$ cat src/verilog/sdp_cfg.svh
// sdp_cfg.svh: constants of the sram data port
// assumes: included by bare name wherever the data port is built
`ifndef SDP_CFG_SVH
`define SDP_CFG_SVH

// ----------------------------------------------------------------
// widths
// ----------------------------------------------------------------
`define SDP_LANES      4
`define SDP_LANE_W     8
`define SDP_DATA_W     32
`define SDP_BURST_W    2

// ----------------------------------------------------------------
// reset values and burst step
// ----------------------------------------------------------------
`define SDP_RST_LOW    1'b0
`define SDP_RST_HIGH   1'b1
`define SDP_RST_BURST  2'h0
`define SDP_RST_LANES  4'h0
`define SDP_RST_DATA   32'h0000_0000
`define SDP_BURST_ONE  2'h1

`endif

$ cat src/verilog/sdp_pkg.sv
// sdp_pkg: types of the sram data port
// assumes: sdp_cfg.svh is on the include path
`include "sdp_cfg.svh"

package sdp_pkg;

  // ----------------------------------------------------------------
  // one bus word: data plus one parity bit per byte lane
  // ----------------------------------------------------------------
  typedef struct packed {
    logic [`SDP_LANES-1:0]  par;
    logic [`SDP_DATA_W-1:0] dat;
  } sdp_word_s;

  typedef logic [`SDP_LANES-1:0] sdp_lanes_t;

endpackage : sdp_pkg

$ cat src/verilog/sdp_data_port.sv
// sdp_data_port: data and parity i/o path of a flow-through burst sram
// assumes: controller pins are synchronous to clk, oe_n and the strap are not;
// the core array answers core_rd_word combinationally for the sampled address
`timescale 1ns/1ps
`include "sdp_cfg.svh"

module sdp_data_port
  import sdp_pkg::*;
(
  // clock and reset
  input  wire logic                    clk,
  input  wire logic                    resetn,
  // controller pins
  input  wire logic                    clock_qualifier_n,
  input  wire logic                    we_n,
  input  wire sdp_lanes_t              byte_lane_write_select_n,
  input  wire logic                    deselect,
  input  wire logic                    burst_adv,
  input  wire logic [`SDP_BURST_W-1:0] addr_lo,
  input  wire logic                    oe_n,
  input  wire logic                    burst_mode_strap,
  // data and parity lanes
  input  wire sdp_word_s               dq_in,
  output      sdp_word_s               dq_out,
  output      sdp_lanes_t              lane_oe,
  // core array side
  input  wire sdp_word_s               core_rd_word,
  output      logic                    core_wr_en,
  output      sdp_word_s               core_wr_word,
  output      sdp_lanes_t              core_wr_lane_en,
  output      logic [`SDP_BURST_W-1:0] burst_addr,
  output      logic                    read_phase
);

  // ----------------------------------------------------------------
  // synchronisers for asynchronous inputs
  // ----------------------------------------------------------------
  logic oe_n_meta_reg;
  logic oe_n_sync_reg;
  logic strap_meta_reg;
  logic strap_sync_reg;

  always_ff @(posedge clk) begin
    if (!resetn) begin
      oe_n_meta_reg  <= `SDP_RST_HIGH;
      oe_n_sync_reg  <= `SDP_RST_HIGH;
      strap_meta_reg <= `SDP_RST_HIGH;
      strap_sync_reg <= `SDP_RST_HIGH;
    end else begin
      oe_n_meta_reg  <= oe_n;
      oe_n_sync_reg  <= oe_n_meta_reg;
      strap_meta_reg <= burst_mode_strap;
      strap_sync_reg <= strap_meta_reg;
    end
  end

  // ----------------------------------------------------------------
  // cycle state
  // ----------------------------------------------------------------
  logic       qual;
  logic       wr_phase_reg;
  logic       wr_phase_next;
  logic       rd_phase_reg;
  logic       rd_phase_next;
  logic       desel_reg;
  logic       desel_next;
  logic       emerge_reg;
  logic       emerge_next;
  sdp_lanes_t bw_reg;
  sdp_lanes_t bw_next;
  logic       wr_en_reg;
  logic       wr_en_next;
  sdp_word_s  wr_word_reg;
  sdp_word_s  wr_word_next;
  sdp_lanes_t lane_en_reg;
  sdp_lanes_t lane_en_next;
  logic       drive;

  assign qual = !clock_qualifier_n;

  always_comb begin
    wr_phase_next = wr_phase_reg;
    rd_phase_next = rd_phase_reg;
    desel_next    = desel_reg;
    emerge_next   = emerge_reg;
    bw_next       = bw_reg;
    wr_word_next  = wr_word_reg;
    lane_en_next  = lane_en_reg;
    wr_en_next    = qual && wr_phase_reg;
    if (qual) begin
      desel_next    = deselect;
      emerge_next   = desel_reg && !deselect;
      wr_phase_next = !deselect && !we_n;
      rd_phase_next = !deselect && we_n;
      bw_next       = byte_lane_write_select_n;
      if (wr_phase_reg) begin
        wr_word_next = dq_in;
        lane_en_next = ~bw_reg;
      end
    end
  end

  always_ff @(posedge clk) begin
    if (!resetn) begin
      wr_phase_reg <= `SDP_RST_LOW;
      rd_phase_reg <= `SDP_RST_LOW;
      desel_reg    <= `SDP_RST_HIGH;
      emerge_reg   <= `SDP_RST_LOW;
      bw_reg       <= `SDP_RST_LANES;
      wr_en_reg    <= `SDP_RST_LOW;
      wr_word_reg  <= '{par: `SDP_RST_LANES, dat: `SDP_RST_DATA};
      lane_en_reg  <= `SDP_RST_LANES;
    end else begin
      wr_phase_reg <= wr_phase_next;
      rd_phase_reg <= rd_phase_next;
      desel_reg    <= desel_next;
      emerge_reg   <= emerge_next;
      bw_reg       <= bw_next;
      wr_en_reg    <= wr_en_next;
      wr_word_reg  <= wr_word_next;
      lane_en_reg  <= lane_en_next;
    end
  end

  // ----------------------------------------------------------------
  // output drive, one enable per lane covers data and parity
  // ----------------------------------------------------------------
  assign drive = !oe_n_sync_reg && rd_phase_reg && !wr_phase_reg
              && !desel_reg && !emerge_reg;

  for (genvar i = 0; i < `SDP_LANES; i++) begin : g_lane
    assign lane_oe[i]         = drive;
    assign core_wr_lane_en[i] = lane_en_reg[i] && wr_en_reg;
  end

  assign dq_out       = core_rd_word;
  assign core_wr_en   = wr_en_reg;
  assign core_wr_word = wr_word_reg;
  assign read_phase   = rd_phase_reg;

  // ----------------------------------------------------------------
  // burst counter
  // ----------------------------------------------------------------
  sdp_burst_ctr u_burst (
    .clk         (clk),
    .resetn      (resetn),
    .qual        (qual),
    .load        (!deselect && !burst_adv),
    .advance     (!deselect && burst_adv),
    .interleaved (strap_sync_reg),
    .seed        (addr_lo),
    .burst_addr  (burst_addr)
  );
endmodule : sdp_data_port

$ cat src/verilog/sdp_burst_ctr.sv
// sdp_burst_ctr: two-bit burst counter, linear or interleaved order
// assumes: load, advance and qual come from logic on clk
`timescale 1ns/1ps
`include "sdp_cfg.svh"

module sdp_burst_ctr
  import sdp_pkg::*;
(
  // clock and reset
  input  wire logic                    clk,
  input  wire logic                    resetn,
  // control
  input  wire logic                    qual,
  input  wire logic                    load,
  input  wire logic                    advance,
  input  wire logic                    interleaved,
  input  wire logic [`SDP_BURST_W-1:0] seed,
  // burst address
  output      logic [`SDP_BURST_W-1:0] burst_addr
);

  logic [`SDP_BURST_W-1:0] seed_reg;
  logic [`SDP_BURST_W-1:0] seed_next;
  logic [`SDP_BURST_W-1:0] step_reg;
  logic [`SDP_BURST_W-1:0] step_next;

  always_comb begin
    seed_next = seed_reg;
    step_next = step_reg;
    if (qual && load) begin
      seed_next = seed;
      step_next = `SDP_RST_BURST;
    end else if (qual && advance) begin
      step_next = step_reg + `SDP_BURST_ONE;
    end
  end

  always_ff @(posedge clk) begin
    if (!resetn) begin
      seed_reg <= `SDP_RST_BURST;
      step_reg <= `SDP_RST_BURST;
    end else begin
      seed_reg <= seed_next;
      step_reg <= step_next;
    end
  end

  // interleaved order flips bits, linear order adds with wrap
  assign burst_addr = interleaved ? (seed_reg ^ step_reg)
                                  : (seed_reg + step_reg);

endmodule : sdp_burst_ctr

$ cat config.mk
export PLATFORM = sky130hd
export DESIGN_NAME = sdp_data_port
export DESIGN_NICKNAME = d
export VERILOG_FILES = /design/src/verilog/sdp_pkg.sv /design/src/verilog/sdp_data_port.sv /design/src/verilog/sdp_burst_ctr.sv
export VERILOG_INCLUDE_DIRS = /design/src /design/src/verilog
export SDC_FILE = /design/constraint.sdc
export NUM_CORES = 1
export LEC_CHECK = 0
export BUFFER_PORTS_ARGS = -buffer_cell sky130_fd_sc_hd__buf_2
export CORE_ASPECT_RATIO = 0.6
export CORE_MARGIN = 5
export CORE_UTILIZATION = 35
export DETAILED_ROUTE_END_ITERATION = 8
export PLACE_DENSITY = 0.73
export REMOVE_ABC_BUFFERS = 1
export SLEW_MARGIN = 40
export SYNTH_ARGS = -nofsm -noshare
export SYNTH_HDL_FRONTEND = slang
export SYNTH_HIERARCHICAL = 1
export SYNTH_SLANG_ARGS = --single-unit
$ cat constraint.sdc
create_clock -name clk -period 1.9 [get_ports clk]
set_input_delay 0.38 -clock clk [delete_from_list [all_inputs] [get_ports clk]]
set_output_delay 0.38 -clock clk [all_outputs]
set_load 0.005 [all_outputs]
# Word-level counts from Yosys, hierarchy flattened
# Cells that the tools add are included.
[word_totals]
inputBits = 86
regBits = 57
wordCells = 48
[classes]
muxes = 1
add_sub_neg = 2
bitwise_logic = 4
reduce_logical = 26
[op_table]
columns = ["op", "count"]
rows = [
  ["1-bit logical AND", 16],
  ["1-bit zero test", 8],
  ["4-bit NOT", 1],
  ["2-bit by 1-bit adder with 2-bit output, second input constant", 1],
  ["2-bit adder", 1],
  ["2-bit two-way mux", 1],
  ["1-bit NOT", 2],
  ["2-bit AND reduction", 1],
  ["2-bit OR reduction", 1],
  ["2-bit bitwise XOR", 1],
]

# Depth between registers and ports, before layout
[depth]
depth_word = 5
mapped_depth = 6

# Modules after synthesis
# Netlist, hierarchy kept.
[modules_own_cells]
columns = ["mod", "area_per_inst_um2", "n_inst", "cells_per_inst"]
rows = [
  ["sdp_data_port", 2436.1, 1, 263],
  ["sdp_burst_ctr", 211.5, 1, 24],
]

# Worst setup path before layout
# No wires, ideal clock.
[synth_path]
path_type = "input port to flip-flop"
start = "input port clock_qualifier_n"
end = "register u_burst.step_reg[1]"
path_slack_ps = 377
path_buffers = 2
stages = 6
t_arrival_ps = 1453
path_cell_list = "buf_2 buf_4 inv_1 nand2_2 or4b_1 a21boi_1"
[synth_between]
elab_chain_cells = 3
[synth_lines]
columns = ["item", "line_no", "source"]
rows = [
  ["from (decl)", "sdp_data_port.sv:14", "input wire logic clock_qualifier_n,"],
  ["1-bit zero test (*)", "sdp_data_port.sv:79", "assign qual = !clock_qualifier_n;"],
  ["named net qual", "sdp_data_port.sv:60", "logic qual;"],
  ["1-bit logical AND", "sdp_burst_ctr.sv:30", "if (qual && load) begin"],
  ["2-bit OR reduction (no source line)", "n/a", ""],
  ["to (signal assigned)", "sdp_burst_ctr.sv:41", "step_reg <= `SDP_RST_BURST;"],
  ["to (signal assigned)", "sdp_burst_ctr.sv:44", "step_reg <= step_next;"],
  ["to (decl)", "sdp_burst_ctr.sv:24", "logic [`SDP_BURST_W-1:0] step_reg;"],
]
# Mark *: on every way through the listed nets, which the timed path passes. The rest lies on a longest branch.
# A chain may end at the register's enable or synchronous reset.

# Final worst setup path
[layout_path]
start = "register u_burst.step_reg[0]"
end = "output port burst_addr[1]"
[layout_between]
elab_chain_cells = 2
[layout_lines]
columns = ["item", "line_no", "source"]
rows = [
  ["2-bit adder", "sdp_burst_ctr.sv:50", ": (seed_reg + step_reg);"],
  ["2-bit two-way mux", "sdp_burst_ctr.sv:49", "assign burst_addr = interleaved ? (seed_reg ^ step_reg)"],
  ["to (decl)", "sdp_data_port.sv:31", "output logic [`SDP_BURST_W-1:0] burst_addr,"],
]
# No other way between the ends.

==> flow_summary.html <==
<table>
<tr><th>Metric</th><th>Value</th></tr>
<tr><th colspan="2">Outcome</th></tr>
<tr><td>Outcome</td><td>complete, no violations</td></tr>
<tr><th colspan="2">Yosys</th></tr>
<tr><td>Synth Register Bits</td><td>between 50 and 60</td></tr>
<tr><td>Average cell area after synthesis</td><td>9.225 um^2</td></tr>
<tr><td>Share of the yosys chip area belonging to registers</td><td>0.4310</td></tr>
<tr><td>Warning count from the yosys run</td><td>6</td></tr>
<tr><td>Post-synth design cell area</td><td>2648 um^2</td></tr>
<tr><td>Number of standard cells after synthesis</td><td>287</td></tr>
<tr><td>Distinct cell type count of the synthesized netlist</td><td>31</td></tr>
<tr><th colspan="2">Power</th></tr>
<tr><td>Total power draw</td><td>3.016 mW</td></tr>
<tr><td>Clock power frac</td><td>0.519</td></tr>
<tr><td>Power share of the sequential group</td><td>0.414</td></tr>
<tr><td>Switching share of total power</td><td>0.2129</td></tr>
<tr><td>Power per standard cell area</td><td>~950 nW/um^2</td></tr>
<tr><td>Worst ir drop on vdd</td><td>0.4071 mV</td></tr>
<tr><td>Internal power contribution</td><td>2.374 mW</td></tr>
<tr><td>Reported leakage power</td><td>1.460 nW</td></tr>
<tr><td>Combinational share of power</td><td>0.067</td></tr>
<tr><td>Power spent charging and discharging nets</td><td>0.6421 mW</td></tr>
<tr><th colspan="2">Hold path</th></tr>
<tr><td>Hold Crit Class</td><td>primary input to register</td></tr>
<tr><td>Cell depth of the worst hold path</td><td>2</td></tr>
<tr><th colspan="2">Global route</th></tr>
<tr><td>Most heavily used metal layer in global routing</td><td>met1</td></tr>
<tr><td>GR Overflow Total</td><td>0</td></tr>
<tr><td>Met2 routing resource usage after global routing</td><td>0.1847</td></tr>
<tr><td>Initial antenna violation count</td><td>0</td></tr>
<tr><td>First-pass GRT wire length</td><td>10950 um</td></tr>
<tr><td>Global routing usage on met3</td><td>0.1453</td></tr>
<tr><td>Total track usage</td><td>0.1558</td></tr>
<tr><td>GRT met1 Usage</td><td>0.1905</td></tr>
<tr><td>Maximum number of pins on one net before global-route repair</td><td>48</td></tr>
<tr><td>Number of global-route vias before repair</td><td>2053</td></tr>
<tr><th colspan="2">Finish</th></tr>
<tr><td>Share of cells above drive strength 1</td><td>0.3391</td></tr>
<tr><td>Design area</td><td>3171 um^2</td></tr>
<tr><td>FF/Latch Area</td><td>~1100 um^2</td></tr>
<tr><td>Max reg flops</td><td>36</td></tr>
<tr><td>Antenna diode instance count</td><td>0</td></tr>
<tr><td>Final Net Count</td><td>between 400 and 500</td></tr>
<tr><td>Share of the core filled with cells in the final layout</td><td>0.4345</td></tr>
<tr><td>Area growth from synthesis to layout</td><td>19.75%</td></tr>
<tr><td>Final-layout fill cell count</td><td>716</td></tr>
<tr><td>Multi-input gate area in the final layout</td><td>1050 um^2</td></tr>
<tr><td>Commonest cells after routing, fill and taps aside</td><td>sky130_fd_sc_hd__buf_2, sky130_fd_sc_hd__nand2_1, sky130_fd_sc_hd__dfxtp_1, sky130_fd_sc_hd__mux2i_1, sky130_fd_sc_hd__clkbuf_16</td></tr>
<tr><td>Post-Layout Cell Count</td><td>about 450</td></tr>
<tr><td>Commonest non-fill, non-tap cell in the layout</td><td>sky130_fd_sc_hd__buf_2</td></tr>
<tr><th colspan="2">Worst setup path</th></tr>
<tr><td>Nature of the critical path endpoint</td><td>output pin</td></tr>
<tr><td>Endpoint arrival time on the critical path</td><td>1.32 ns</td></tr>
<tr><td>Required time at the endpoint of the critical path</td><td>1.52 ns</td></tr>
<tr><td>Critical path, cell by cell</td><td>ha_1 -&gt; nor2b_1 -&gt; xnor2_1 -&gt; buf_2</td></tr>
<tr><td>CP delay by family, top</td><td>flip-flops</td></tr>
<tr><td>Cell with the largest stage delay on the worst path</td><td>sky130_fd_sc_hd__dfxtp_1</td></tr>
<tr><td>Worst Reg2Reg Path Length in Cells</td><td>3</td></tr>
<tr><td>Startpoint type of the worst setup path</td><td>register</td></tr>
<tr><td>Crit path buffers/inverters</td><td>1</td></tr>
<tr><td>Critical path peak fanout</td><td>5</td></tr>
<tr><td>Largest stage delay, worst path</td><td>around 0.4 ns</td></tr>
<tr><td>Logic depth of the worst setup path including buffers</td><td>4</td></tr>
<tr><td>Kind of critical path</td><td>register to output pin</td></tr>
<tr><th colspan="2">Floorplanning</th></tr>
<tr><td>Number of standard-cell rows in the floorplan</td><td>24</td></tr>
<tr><td>Number of top-level pins</td><td>between 150 and 200</td></tr>
<tr><td>Die width</td><td>122.3 um</td></tr>
<tr><td>Initial cell density of the core</td><td>0.3628</td></tr>
<tr><td>Area enclosed by the die boundary</td><td>9461 um^2</td></tr>
<tr><td>Core outline area</td><td>7297 um^2</td></tr>
<tr><td>Die Ht</td><td>77.37 um</td></tr>
<tr><th colspan="2">Timing</th></tr>
<tr><td>Finish-stage setup viols</td><td>0</td></tr>
<tr><td>Setup skew after layout</td><td>0.004008 ns</td></tr>
<tr><td>Maximum achievable frequency</td><td>0.5896 GHz</td></tr>
<tr><td>Total negative slack for setup checks</td><td>0 ns</td></tr>
<tr><td>Pin slew with the least headroom to its limit</td><td>between 0.4 and 0.5 ns</td></tr>
<tr><td>Final hold vios</td><td>0</td></tr>
<tr><td>Worst hold margin</td><td>0.2401 ns</td></tr>
<tr><td>Final critical-path required period</td><td>around 1.7 ns</td></tr>
<tr><td>Relative max-transition margin</td><td>0.7263</td></tr>
<tr><td>Total count of max-transition violations in the final report</td><td>0</td></tr>
<tr><td>Unrepaired setup endpoints after global routing</td><td>no</td></tr>
<tr><td>Final critical-path setup slack</td><td>just over 0.2 ns</td></tr>
<tr><td>Fraction of the cycle the final worst path needs</td><td>0.8927</td></tr>
<tr><th colspan="2">Routing</th></tr>
<tr><td>Number of detailed-route iterations in the first pass</td><td>4</td></tr>
<tr><td>Antenna-violating nets left</td><td>0</td></tr>
<tr><td>Drc violations</td><td>0</td></tr>
<tr><td>Vias</td><td>~2000</td></tr>
<tr><td>Detailed-route wire length</td><td>7252 um</td></tr>
<tr><td>Detailed-route wire length per cell</td><td>16.04 um</td></tr>
<tr><td>Violation count after the first detailed-routing iteration</td><td>97</td></tr>
<tr><td>Average vias per placed instance</td><td>around 4.5</td></tr>
<tr><th colspan="2">Clock network</th></tr>
<tr><td>Clk root buf</td><td>sky130_fd_sc_hd__clkbuf_16</td></tr>
<tr><td>TritonCTS clock tree</td><td>done</td></tr>
<tr><td>Maximum buffer depth of the clock tree</td><td>2</td></tr>
<tr><td>Post-CTS Repair Setup Buffers</td><td>0</td></tr>
<tr><td>H-Tree Level Count</td><td>3</td></tr>
<tr><td>CTS clk-pin slew, worst paths</td><td>0.05 ns</td></tr>
<tr><td>Hold-fix buffer count after cts</td><td>0</td></tr>
<tr><td>Number of buffers created by CTS</td><td>9</td></tr>
<tr><td>Clk sinks</td><td>57</td></tr>
<tr><td>Clock insertion delay at the later pin of the skew report</td><td>0.32 ns</td></tr>
<tr><td>Number of gates given a new drive strength after cts</td><td>0</td></tr>
<tr><th colspan="2">Placement</th></tr>
<tr><td>Pre-CTS setup slack</td><td>0.3912 ns</td></tr>
<tr><td>Placed standard-cell area</td><td>2874 um^2</td></tr>
<tr><td>Count of buffers inserted at the top-level ports</td><td>97</td></tr>
<tr><td>Placer Congestion</td><td>roughly 0.79</td></tr>
<tr><td>Placed instance count</td><td>436</td></tr>
<tr><td>Dpl hpwl</td><td>5540 um</td></tr>
<tr><th colspan="2">Run</th></tr>
<tr><td>Total of max-cap violations</td><td>0</td></tr>
</table>
-- worst register-to-register path, cell delays in order, from the launching register on --
cell	delay, ns
sky130_fd_sc_hd__dfxtp_1	0.47
sky130_fd_sc_hd__nor2b_4	0.21
sky130_fd_sc_hd__buf_4	0.37
sky130_fd_sc_hd__mux2i_1	0.27
-- worst paths after layout --
kind,to,slack [ns],startpoint
max,burst_addr[1],0.20,u_burst/step_reg[0]$_SDFFE_PP0P_
max reg2reg,core_wr_word[8]$_SDFFE_PN0P_,0.50,wr_phase_reg$_SDFFE_PN0N_
min,strap_meta_reg$_SDFF_PN1_,0.24,burst_mode_strap
min reg2reg,strap_sync_reg$_SDFF_PN1_,0.41,strap_meta_reg$_SDFF_PN1_
-- synthesized netlist by cell type, drive strengths merged --
master / n / area, um^2
mux2i: 41 / 410.4
xnor2: 2 / 17.52
nand2: 82 / 310.3
and2: 5 / 31.28
a21boi: 3 / 22.52
dfxtp: 57 / 1141
o211a: 2 / 20.02
o21ai: 4 / 20.01
nand2b: 5 / 31.28
nand3: 5 / 25.02
o31ai: 2 / 15.01
buf: 51 / 429.2
ha: 1 / 12.51
o211ai: 1 / 7.510
clkbuf: 6 / 22.52
inv: 3 / 11.26
nor2b: 3 / 26.27
o41ai: 1 / 8.760
nand3b: 1 / 7.510
a21oi: 1 / 5.000
or4b: 1 / 10.01
nor2: 6 / 22.52
nand4bb: 3 / 33.78
nor4: 1 / 6.260
-- power by group through the flow --
stage / logic (mW) / clock network, mW / registers [mW]
5_1_grt: 0.227 / 1.67 / 1.25
2_1_floorplan: 0.0757 / 0 / 1.27
4_1_cts: 0.205 / 1.61 / 1.25
3_5_place_dp: 0.204 / 0 / 1.27
3_3_place_gp: 0.197 / 0 / 1.27
6_report: 0.203 / 1.56 / 1.25
-- cell families after synthesis --
kind of cell / Yosys count / share of synthesized area
flip-flops: 57 / 0.4310
AO/OA/AOI/OAI: 14 / 0.03733
AND/OR/NAND/NOR: 112 / 0.1905
adder cells (fa/ha/maj): 1 / 0.004725
buffers and inverters: 60 / 0.1749
multiplexers: 41 / 0.1550
XOR/XNOR: 2 / 0.006617
-- per-layer routing --
metal,vias to the layer above,part of all wire
met5,-,0
met4,0,0.012
li1,999,-
met1,904,0.44
met3,9,0.19
met2,131,0.36
-- cell type report --
cell class                 instances  area share
sequential                        57      0.3599
multi-input combinational        170      0.3311
timing repair buffer             102      0.1728
clock buffer                      13     0.07893
tap                              104     0.04104
clock inverter                     3     0.01263
inverter                           3    0.003552
Note: power is estimated with default switching activity, not from simulation.
